[src/core/oc_stage_map.vh]
// constants of the phase overcurrent pick-up stage
`ifndef OC_STAGE_MAP_VH
`define OC_STAGE_MAP_VH

// ****************************************
// timing
// ****************************************
`define OC_CLK_PERIOD_NS 5
`define OC_PROG_CYCLE_NS 5000000
`define OC_PROG_CYCLE_CLKS (`OC_PROG_CYCLE_NS / `OC_CLK_PERIOD_NS)
`define OC_BLOCK_MARGIN_NS 5000000

// ****************************************
// pick-up arithmetic
// ****************************************
`define OC_RESET_PCT 7'h61
`define OC_PCT_SCALE 7'h64

// ****************************************
// setting codes and reset values
// ****************************************
`define OC_MAG_RMS 2'h1
`define OC_MAG_TRUE_RMS 2'h2
`define OC_MAG_PP 2'h3
`define OC_COMM_DISABLED 2'h1
`define OC_COMM_ALLOWED 2'h2
`define OC_FORCE_NORMAL 5'h00
`define OC_FORCE_START 5'h01
`define OC_FORCE_TRIP 5'h02
`define OC_FORCE_BLOCKED 5'h03
`define OC_MAGSEL_RST `OC_MAG_RMS
`define OC_COMM_RST `OC_COMM_DISABLED
`define OC_FORCE_RST `OC_FORCE_NORMAL
`define OC_THRESHOLD_RST 16'h0078

// ****************************************
// condition codes
// ****************************************
`define OC_COND_NORMAL 2'h0
`define OC_COND_START 2'h1
`define OC_COND_TRIP 2'h2
`define OC_COND_BLOCKED 2'h3

`endif

[src/core/overcurrent_pickup.v]
// phase overcurrent stage: pick-up, blocking, forcing and readouts
// How it works
// - pick-up when any phase exceeds threshold
// - release below 97 percent of threshold
// - start only while blocking inactive
// - unblocked pick-up asserts start, starts timing
// - blocking sampled first each program cycle
// - blocked pick-up asserts blocked, stops processing
// - late blocking drops start, release follows
// - blocking rising during pick-up emits event and display notice
// - inrush blocking option, default off
// - inrush uses second harmonic percent limit
// - magnitude select: rms, true rms, peak
// - force status overrides outputs by code
// - forcing only in stage forcing mode
// - forcing mode lets switch drive blocking
// - comm bus may change threshold, code 2
// - overall condition code reported
// - per-phase condition code reported
// - remaining trip time in 5 ms steps
// - highest current to threshold ratio
// - inverse time follows highest current
// - static settings ignore group switching
`timescale 1ns/1ps
`default_nettype none
`include "oc_stage_map.vh"

module overcurrent_pickup #(
  parameter MAG_W = 16,
  parameter TIME_W = 19,
  parameter RAT_W = 16,
  parameter PROG_CYCLE_CLKS = `OC_PROG_CYCLE_CLKS
) (
  input wire clk,
  input wire rst_n,
  input wire block_pin,
  input wire sw_block_switch,
  input wire stage_forcing_en,
  input wire static_wr,
  input wire [1:0] comm_ctrl_set,
  input wire [4:0] force_status_set,
  input wire [1:0] mag_select_set,
  input wire group_wr,
  input wire [MAG_W-1:0] group_threshold,
  input wire remote_wr,
  input wire [MAG_W-1:0] remote_threshold,
  input wire inrush_en,
  input wire [MAG_W-1:0] harm_limit,
  input wire [MAG_W-1:0] second_harmonic_fraction,
  input wire idmt_mode,
  input wire [TIME_W-1:0] idmt_k,
  input wire [TIME_W-1:0] op_delay,
  input wire [TIME_W-1:0] release_time,
  input wire [MAG_W-1:0] phase1_rms_current,
  input wire [MAG_W-1:0] phase2_rms_current,
  input wire [MAG_W-1:0] phase3_rms_current,
  input wire [MAG_W-1:0] phase1_true_rms_magnitude,
  input wire [MAG_W-1:0] phase2_true_rms_magnitude,
  input wire [MAG_W-1:0] phase3_true_rms_magnitude,
  input wire [MAG_W-1:0] phase1_peak_magnitude,
  input wire [MAG_W-1:0] phase2_peak_magnitude,
  input wire [MAG_W-1:0] phase3_peak_magnitude,
  output reg start_q,
  output reg trip_q,
  output reg blocked_q,
  output reg [2:0] phase_start_q,
  output reg [2:0] phase_trip_q,
  output reg [1:0] stage_condition_q,
  output reg [3:0] phases_condition_q,
  output reg [TIME_W-1:0] time_to_trip_q,
  output reg [TIME_W-1:0] expected_time_q,
  output reg [RAT_W-1:0] highest_phase_to_threshold_ratio_q,
  output reg [MAG_W-1:0] pickup_threshold_q,
  output reg block_event_q,
  output reg hmi_notify_q,
  output reg [MAG_W-1:0] event_current_a_q,
  output reg [MAG_W-1:0] event_current_b_q,
  output reg [MAG_W-1:0] event_current_c_q,
  output reg [2:0] event_fault_type_q
);

  localparam ST_IDLE = 3'h0;
  localparam ST_START = 3'h1;
  localparam ST_TRIP = 3'h2;
  localparam ST_BLK = 3'h3;
  localparam ST_REL = 3'h4;
  localparam CW = $clog2(PROG_CYCLE_CLKS);
  localparam [CW-1:0] TICK_LAST = PROG_CYCLE_CLKS[CW-1:0] - 1'b1;
  localparam [TIME_W-1:0] TIME_MAX = {TIME_W{1'b1}};
  localparam [RAT_W-1:0] RAT_ONE = 16'h0064;

  // per-phase condition code from a phase mask
  function [3:0] phase_code;
    input [2:0] mask;
    input is_trip;
    reg [3:0] base;
    begin
      base = 4'h0;
      case (mask)
        3'b001: base = 4'h1;
        3'b010: base = 4'h2;
        3'b100: base = 4'h3;
        3'b011: base = 4'h7;
        3'b110: base = 4'h8;
        3'b101: base = 4'h9;
        3'b111: base = 4'hA;
        default: base = 4'h0;
      endcase
      if (base == 4'h0)
        phase_code = 4'h0;
      else if (!is_trip)
        phase_code = base;
      else if (base < 4'h7)
        phase_code = base + 4'h3;
      else
        phase_code = base + 4'h4;
    end
  endfunction

  // phase mask of a forced status code
  function [2:0] force_mask;
    input [4:0] code;
    begin
      case (code)
        5'h04, 5'h07: force_mask = 3'b001;
        5'h05, 5'h08: force_mask = 3'b010;
        5'h06, 5'h09: force_mask = 3'b100;
        5'h0A, 5'h0E: force_mask = 3'b011;
        5'h0B, 5'h0F: force_mask = 3'b110;
        5'h0C, 5'h10: force_mask = 3'b101;
        5'h0D, 5'h11: force_mask = 3'b111;
        default: force_mask = 3'b000;
      endcase
    end
  endfunction

  // ****************************************
  // program cycle divider
  // ****************************************
  reg [CW-1:0] cnt_q;
  reg tick_q;
  reg stg_tick_q;
  always @(posedge clk) begin
    if (!rst_n) begin
      cnt_q <= {CW{1'b0}};
      tick_q <= 1'b0;
      stg_tick_q <= 1'b0;
    end else begin
      tick_q <= (cnt_q == TICK_LAST);
      cnt_q <= (cnt_q == TICK_LAST) ? {CW{1'b0}} : cnt_q + 1'b1;
      stg_tick_q <= tick_q;
    end
  end

  // ****************************************
  // blocking pin filter
  // ****************************************
  reg blk_s1_q, blk_s2_q, blk_s3_q, blk_filt_q;
  always @(posedge clk) begin
    if (!rst_n) begin
      blk_s1_q <= 1'b0;
      blk_s2_q <= 1'b0;
      blk_s3_q <= 1'b0;
      blk_filt_q <= 1'b0;
    end else begin
      blk_s1_q <= block_pin;
      blk_s2_q <= blk_s1_q;
      blk_s3_q <= blk_s2_q;
      if (blk_s2_q == blk_s3_q)
        blk_filt_q <= blk_s3_q;
    end
  end

  // ****************************************
  // settings
  // ****************************************
  reg [1:0] comm_ctrl_q, mag_sel_q;
  reg [4:0] force_q;
  always @(posedge clk) begin
    if (!rst_n) begin
      comm_ctrl_q <= `OC_COMM_RST;
      mag_sel_q <= `OC_MAGSEL_RST;
      force_q <= `OC_FORCE_RST;
      pickup_threshold_q <= `OC_THRESHOLD_RST;
    end else begin
      if (static_wr) begin
        comm_ctrl_q <= comm_ctrl_set;
        mag_sel_q <= mag_select_set;
        force_q <= force_status_set;
      end
      if (remote_wr && comm_ctrl_q == `OC_COMM_ALLOWED)
        pickup_threshold_q <= remote_threshold;
      else if (group_wr)
        pickup_threshold_q <= group_threshold;
    end
  end

  // ****************************************
  // phase comparators
  // ****************************************
  wire [3*MAG_W-1:0] rms_bus = {phase3_rms_current, phase2_rms_current,
                                phase1_rms_current};
  wire [3*MAG_W-1:0] true_rms_bus = {phase3_true_rms_magnitude,
                                 phase2_true_rms_magnitude,
                                 phase1_true_rms_magnitude};
  wire [3*MAG_W-1:0] pp_bus = {phase3_peak_magnitude, phase2_peak_magnitude,
                               phase1_peak_magnitude};
  wire [3*MAG_W-1:0] mag_bus;
  wire [2:0] pu_mask;
  genvar g;
  generate
    for (g = 0; g < 3; g = g + 1) begin : g_phase
      phase_pickup #(.MAG_W(MAG_W)) u_pu (
        .clk(clk),
        .rst_n(rst_n),
        .tick(tick_q),
        .mag_select(mag_sel_q),
        .rms(rms_bus[g*MAG_W +: MAG_W]),
        .true_rms(true_rms_bus[g*MAG_W +: MAG_W]),
        .peak(pp_bus[g*MAG_W +: MAG_W]),
        .threshold(pickup_threshold_q),
        .measured_phase_magnitude(mag_bus[g*MAG_W +: MAG_W]),
        .pickup_q(pu_mask[g])
      );
    end
  endgenerate
  wire any_pu = |pu_mask;

  // ****************************************
  // highest phase, ratio, expected time
  // ****************************************
  wire [MAG_W-1:0] mag_a = mag_bus[MAG_W-1:0];
  wire [MAG_W-1:0] mag_b = mag_bus[2*MAG_W-1:MAG_W];
  wire [MAG_W-1:0] mag_c = mag_bus[3*MAG_W-1:2*MAG_W];
  wire [MAG_W-1:0] max_ab = (mag_a > mag_b) ? mag_a : mag_b;
  wire [MAG_W-1:0] max_abc = (max_ab > mag_c) ? max_ab : mag_c;
  wire [MAG_W+6:0] max_x100 = max_abc * `OC_PCT_SCALE;
  wire [MAG_W+6:0] thr_ext = {7'h00, pickup_threshold_q};
  // zero threshold would divide by zero, read as saturated
  wire [MAG_W+6:0] ratio_full = (pickup_threshold_q == {MAG_W{1'b0}}) ?
                                {(MAG_W+7){1'b1}} : max_x100 / thr_ext;
  wire [RAT_W-1:0] ratio_now = (|ratio_full[MAG_W+6:RAT_W]) ?
                               {RAT_W{1'b1}} : ratio_full[RAT_W-1:0];
  wire [TIME_W+6:0] k_x100 = idmt_k * `OC_PCT_SCALE;
  wire [TIME_W+6:0] excess = {{(TIME_W+7-RAT_W){1'b0}}, ratio_now - RAT_ONE};
  wire [TIME_W+6:0] inv_full = k_x100 / excess;
  reg [TIME_W-1:0] exp_now;
  always @* begin
    if (!idmt_mode)
      exp_now = op_delay;
    else if (ratio_now <= RAT_ONE || |inv_full[TIME_W+6:TIME_W])
      exp_now = TIME_MAX;
    else
      exp_now = inv_full[TIME_W-1:0];
  end

  // ****************************************
  // blocking condition
  // ****************************************
  // switch drives blocking in stage forcing mode, filtered pin otherwise
  wire ext_blk = stage_forcing_en ? sw_block_switch : blk_filt_q;
  wire inrush_blk = inrush_en && (second_harmonic_fraction >= harm_limit);
  wire blk_now = ext_blk | inrush_blk;

  // ****************************************
  // stage state machine
  // ****************************************
  reg [2:0] st_q;
  reg [TIME_W-1:0] timer_q, rel_cnt_q;
  reg blk_q;
  always @(posedge clk) begin
    if (!rst_n) begin
      st_q <= ST_IDLE;
      timer_q <= {TIME_W{1'b0}};
      rel_cnt_q <= {TIME_W{1'b0}};
      blk_q <= 1'b0;
    end else if (stg_tick_q) begin
      blk_q <= blk_now;
      case (st_q)
        ST_IDLE: begin
          rel_cnt_q <= {TIME_W{1'b0}};
          if (any_pu && blk_now) begin
            st_q <= ST_BLK;
          end else if (any_pu) begin
            st_q <= ST_START;
            timer_q <= exp_now;
          end
        end
        ST_START: begin
          if (blk_now || !any_pu) begin
            st_q <= ST_REL;
            rel_cnt_q <= {TIME_W{1'b0}};
          end else if (timer_q <= {{(TIME_W-1){1'b0}}, 1'b1}) begin
            st_q <= ST_TRIP;
            timer_q <= {TIME_W{1'b0}};
          end else begin
            timer_q <= timer_q - 1'b1;
          end
        end
        ST_REL: begin
          // timer held while the release time runs
          if (any_pu && !blk_now) begin
            st_q <= ST_START;
          end else if (rel_cnt_q >= release_time) begin
            st_q <= ST_IDLE;
            timer_q <= {TIME_W{1'b0}};
          end else begin
            rel_cnt_q <= rel_cnt_q + 1'b1;
          end
        end
        ST_TRIP: begin
          if (!any_pu || blk_now) begin
            st_q <= ST_IDLE;
          end
        end
        ST_BLK: begin
          if (!any_pu)
            st_q <= ST_IDLE;
        end
        default: st_q <= ST_IDLE;
      endcase
    end
  end

  // ****************************************
  // outputs
  // ****************************************
  wire run_start = (st_q == ST_START);
  wire run_trip = (st_q == ST_TRIP);
  wire run_blk = (st_q == ST_BLK) || (!run_start && !run_trip &&
                 blk_q && any_pu);
  wire [2:0] f_mask = force_mask(force_q);
  wire f_trip = (force_q == `OC_FORCE_TRIP) ||
                (force_q >= 5'h07 && force_q <= 5'h09) ||
                (force_q >= 5'h0E);
  wire f_start = !f_trip && force_q != `OC_FORCE_NORMAL &&
                 force_q != `OC_FORCE_BLOCKED;
  wire forced = stage_forcing_en && force_q != `OC_FORCE_NORMAL;

  always @(posedge clk) begin
    if (!rst_n) begin
      start_q <= 1'b0;
      trip_q <= 1'b0;
      blocked_q <= 1'b0;
      phase_start_q <= 3'h0;
      phase_trip_q <= 3'h0;
      stage_condition_q <= `OC_COND_NORMAL;
      phases_condition_q <= 4'h0;
      time_to_trip_q <= {TIME_W{1'b0}};
      expected_time_q <= {TIME_W{1'b0}};
      highest_phase_to_threshold_ratio_q <= {RAT_W{1'b0}};
      block_event_q <= 1'b0;
      hmi_notify_q <= 1'b0;
      event_current_a_q <= {MAG_W{1'b0}};
      event_current_b_q <= {MAG_W{1'b0}};
      event_current_c_q <= {MAG_W{1'b0}};
      event_fault_type_q <= 3'h0;
    end else begin
      block_event_q <= 1'b0;
      hmi_notify_q <= 1'b0;
      if (stg_tick_q) begin
        highest_phase_to_threshold_ratio_q <= ratio_now;
        expected_time_q <= exp_now;
        time_to_trip_q <= run_start ? timer_q : {TIME_W{1'b0}};
        if (blk_now && !blk_q && any_pu) begin
          block_event_q <= 1'b1;
          hmi_notify_q <= 1'b1;
          event_current_a_q <= mag_a;
          event_current_b_q <= mag_b;
          event_current_c_q <= mag_c;
          event_fault_type_q <= pu_mask;
        end
        if (forced) begin
          start_q <= f_start;
          trip_q <= f_trip;
          blocked_q <= (force_q == `OC_FORCE_BLOCKED);
          phase_start_q <= f_trip ? 3'h0 : f_mask;
          phase_trip_q <= f_trip ? f_mask : 3'h0;
          phases_condition_q <= phase_code(f_mask, f_trip);
          stage_condition_q <= f_trip ? `OC_COND_TRIP :
                               f_start ? `OC_COND_START :
                               (force_q == `OC_FORCE_BLOCKED) ?
                               `OC_COND_BLOCKED : `OC_COND_NORMAL;
        end else begin
          start_q <= run_start;
          trip_q <= run_trip;
          blocked_q <= run_blk;
          phase_start_q <= run_start ? pu_mask : 3'h0;
          phase_trip_q <= run_trip ? pu_mask : 3'h0;
          phases_condition_q <= (run_start || run_trip) ?
                                phase_code(pu_mask, run_trip) : 4'h0;
          stage_condition_q <= run_trip ? `OC_COND_TRIP :
                               run_start ? `OC_COND_START :
                               run_blk ? `OC_COND_BLOCKED : `OC_COND_NORMAL;
        end
      end
    end
  end

endmodule // overcurrent_pickup
`default_nettype wire

[src/core/phase_pickup.v]
// one phase: magnitude select and pick-up comparator with hysteresis
`timescale 1ns/1ps
`default_nettype none
`include "oc_stage_map.vh"

module phase_pickup #(
  parameter MAG_W = 16
) (
  input wire clk,
  input wire rst_n,
  input wire tick,
  input wire [1:0] mag_select,
  input wire [MAG_W-1:0] rms,
  input wire [MAG_W-1:0] true_rms,
  input wire [MAG_W-1:0] peak,
  input wire [MAG_W-1:0] threshold,
  output wire [MAG_W-1:0] measured_phase_magnitude,
  output reg pickup_q
);

  // ****************************************
  // magnitude select
  // ****************************************
  reg [MAG_W-1:0] sel;
  always @* begin
    case (mag_select)
      `OC_MAG_TRUE_RMS: sel = true_rms;
      `OC_MAG_PP: sel = peak;
      default: sel = rms;
    endcase
  end
  assign measured_phase_magnitude = sel;

  // ****************************************
  // comparator
  // ****************************************
  // scaled products avoid a divider for the release level
  wire [MAG_W+6:0] mag_x100 = sel * `OC_PCT_SCALE;
  wire [MAG_W+6:0] thr_x97 = threshold * `OC_RESET_PCT;

  always @(posedge clk) begin
    if (!rst_n) begin
      pickup_q <= 1'b0;
    end else if (tick) begin
      if (sel > threshold) begin
        pickup_q <= 1'b1;
      end else if (mag_x100 < thr_x97) begin
        pickup_q <= 1'b0;
      end
    end
  end

endmodule // phase_pickup
`default_nettype wire

[config.mk]
export PLATFORM = sky130hd
export DESIGN_NAME = overcurrent_pickup
export DESIGN_NICKNAME = d
export VERILOG_FILES = /design/src/core/overcurrent_pickup.v /design/src/core/phase_pickup.v
export VERILOG_INCLUDE_DIRS = /design/src /design/src/core
export SDC_FILE = /design/constraint.sdc
export NUM_CORES = 2
export LEC_CHECK = 0
export BUFFER_PORTS_ARGS = -buffer_cell sky130_fd_sc_hd__buf_2
export CAP_MARGIN = 20
export CORE_UTILIZATION = 30
export CTS_CLUSTER_SIZE = 40
export DETAILED_ROUTE_END_ITERATION = 8
export RECOVER_POWER = 25
export SLEW_MARGIN = 20
export SYNTH_ARGS = -nofsm -noshare
export SYNTH_HDL_FRONTEND = slang
export SYNTH_SLANG_ARGS = --single-unit
export TNS_END_PERCENT = 20
[constraint.sdc]
create_clock -name clk -period 167.6 [get_ports clk]
set_clock_uncertainty 0.1 [all_clocks]
set_input_delay 0 -clock clk [delete_from_list [all_inputs] [get_ports clk]]
set_output_delay 0 -clock clk [all_outputs]
set_load 0.05 [all_outputs]
==> flow_summary.yaml <==
timing:
  slew_headroom_pct: -135
  setup_slack_ns: 12.75
  worst_slew_pin_slew_ns: 3.53
  max_freq_mhz: 6.46
  setup_violations: 0
  hold_violations: 0
  slew_violations: 88
  period_share_pct: 92.4
  period_needed_ns: 154.85
  setup_tns_ns: 0
setup_path:
  reg2reg_depth: 771
  r2r_end: "expected_time_q[0]$_SDFFE_PN0P_"
  startpoint_type: "flip-flop"
  slowest_stage: "a21oi_1"
  slowest_delay_ns: 0.75
  crit_fanout: 49
  required_ns: 168.03
  crit_buf_inv: 56
  path_depth: 901
  cp_top_family: "compound AO/OA/AOI/OAI gates"
  crit_path_end_kind: "flip-flop"
  r2r_start: "mag_sel_q[0]$_SDFFE_PN1P_"
  reg2reg_slack_ns: 12.75
  worstSetupPathType: "flip-flop to flip-flop"
  cp_common_cell: "o21a_1"
  cp.arrival_ns: 155.29
layout:
  syn_to_final_growth_pct: 14.5
  multiInputGateArea_um2: 52200
  n_fill_cell: 20900
  seqCellArea_um2: 4410
  drive_gt1_share_pct: 9.78
  fin_nets: 10200
  final_area_um2: 68100
synth:
  synth_area_um2: 59500
  synth_top_cell_area_share_pct: 23.0
  synthFlopType: "dfxtp_1"
  synthTopCellsByArea: "ha_1, dfxtp_1, a21oi_1"
  synth_top_cell_by_area: "ha_1"
  ys_types: 132
  ys_seq_elements: 220
  async_reset_ff_share_pct: 0
  yosys-top-cells-count: "ha_1, nor2_1, a21oi_1, nand2_1, inv_1"
  synth_edf_count: 0
  avgSynthCellArea_um2: 7.22
  yosysMostFrequentCell: "ha_1"
  synth_seq_area_share_pct: 7.40
  synth_warnings: 0
  synth_cells: 8243
  syn_nets: 9689
cts:
  clk_latency_ns: 0.67
  h-tree-depth: 1
  cts_made_buffers: 31
  cts_root_buffer: "clkbuf_16"
  path_clk_slew_ns: 0.06
  clock_path_buffers: 3
  cts_sinks: 220
  tritoncts: "done"
route:
  drt_iter0_drc: 5419
  wl_mm: 236
  routedWlPerCell_um: 20.7
  drc_errors: 0
  routed-via-count: 64100
  ant_nets: 0
  first_pass_iters: 6
  drt-vias-per-instance: 5.60
placed_design:
  pre_cts_ws_ns: 8.78
  port_buffers: 421
  dp_hpwl_mm: 188
  gp_congestion: 1.01
  placed_area_um2: 65100
min_path:
  min_from: "sw_block_switch"
  worstHoldEndpoint: "blk_q$_SDFFE_PN0P_"
  holdCritPathClass: "input pin to flip-flop"
  hold_depth: 6
global_routing:
  grt_pass1_vias: 60600
  grt_max_degree: 107
  grt_usage_pct: 22.6
  antenna_found_initial: 24
  grt_pass1_wl_mm: 356
  grt-ovfl-total: 0
status:
  status: "finished with violations"
  violations: "capacitance limit, slew limit"
floorplan:
  ios: 422
  start_util_pct: 30.2
  die_height_um: 447
  die_w_um: 447
  design.core.area_um2: 197000
  row_count: 163
  die_area_um2: 200000
run:
  maxCapViolations: 2
## sequential cells by signal, indices dropped and copies added, names as in the netlist, 19 cells and up
signal           flops
cnt_q               20
expected_time_q     19
rel_cnt_q           19
time_to_trip_q      19
timer_q             19
## what timing repair did
| action | CTS | global route |
|---|---|---|
| endpoints found under the hold margin | 146 | 0 |
| endpoints found under the setup margin | 0 | 5 |
| setup buffers | 0 | 13 |
| hold buffers | 168 | 0 |
| resized for setup | 0 | 46 |
## worst reg2reg max path: cells and delay by family, from the launching register on
family	cells	cell delay, ns
DFF	1	0.34
AOI/OAI and AO/OA	412	82.21
muxes	12	4.05
buffers and inverters	43	8.39
adders and majority gates	54	16.81
xor gates and xnor gates	11	2.14
and+or+nand+nor	239	40.72
## through the flow
stage / utilization (%) / std cells / hold slack (ns)
final: 34.5 / 11400 / 0.0341
after CTS: 34.4 / 11400 / 0.0215
after global routing: 34.5 / 11400 / 0.0899
after floorplan: - / 8243 / 0.0273
after detailed placement: 33.0 / 11200 / 0.116
after global placement: 33.0 / 11200 / 0.110
## how the worst max path moves through the flow
| stage | start | end |
|---|---|---|
| after floorplan | mag_sel_q[0]$_SDFFE_PN1P_ | expected_time_q[0]$_SDFFE_PN0P_ |
| after global placement | mag_sel_q[0]$_SDFFE_PN1P_ | expected_time_q[0]$_SDFFE_PN0P_ |
| after detailed placement | mag_sel_q[0]$_SDFFE_PN1P_ | expected_time_q[0]$_SDFFE_PN0P_ |
| after CTS | mag_sel_q[0]$_SDFFE_PN1P_ | expected_time_q[0]$_SDFFE_PN0P_ |
| after global routing | mag_sel_q[0]$_SDFFE_PN1P_ | expected_time_q[0]$_SDFFE_PN0P_ |
| final | mag_sel_q[0]$_SDFFE_PN1P_ | expected_time_q[0]$_SDFFE_PN0P_ |
## logic make-up after synthesis
group	share of synthesized area, %
flops	7.40
buf+inv	5.50
xor+xnor	7.86
simple gates	23.3
mux	4.02
fa+ha+maj	25.3
compound gates	26.6
## layout make-up
class                      instances  area share, %
antenna                           10         0.0367
clock buffer                      38           1.25
clock inverter                    19          0.285
inverter                         594           3.27
multi-input combinational       7182           76.7
sequential                       220           6.47
tap                             2640           4.85
timing repair buffer             744           7.15
## metal layers
layer / global-route usage, % / up-vias / part of all wire, %
li1: - / 31100 / -
met3: 2.41 / 476 / 5.9
met1: 29.7 / 30400 / 44
met5: 0 / - / 0.023
met4: 11.5 / 8 / 5.5
met2: 36.3 / 2096 / 44
## placed cells by master (no fill, tap or decap), drive strengths merged, types with 24 or more instances in the layout
| cell type | netlist | layout |
|---|---|---|
| dlygate4sd3 | 1 | 168 |
| o211ai | 70 | 70 |
| a21o | 221 | 221 |
| mux2i | 127 | 127 |
| ha | 1095 | 1095 |
| dfxtp | 220 | 220 |
| nand3 | 171 | 171 |
| and2 | 90 | 90 |
| o31a | 24 | 24 |
| o21a | 197 | 197 |
| xnor2 | 343 | 343 |
| o21bai | 56 | 56 |
| nor3 | 272 | 272 |
| o31ai | 134 | 134 |
| o22ai | 40 | 40 |
| nand4 | 127 | 127 |
| fa | 67 | 67 |
| mux2 | 98 | 98 |
| buf | 65 | 492 |
| and3 | 67 | 67 |
| a211oi | 62 | 62 |
| nand2b | 192 | 192 |
| a31oi | 66 | 66 |
| o221ai | 31 | 31 |
| a21boi | 29 | 29 |
| clkbuf | 184 | 122 |
| nor2 | 792 | 792 |
| nand2 | 652 | 653 |
| xor2 | 191 | 191 |
| a21oi | 718 | 718 |
| o21ai | 529 | 530 |
| a22oi | 24 | 24 |
| inv | 594 | 601 |
| nor2b | 131 | 131 |
| or2 | 57 | 57 |
| nor4 | 66 | 66 |
| or3 | 81 | 81 |
Power is not shown: default switching activity piles up to over one toggle a cycle in this logic, so the estimate is an artifact.
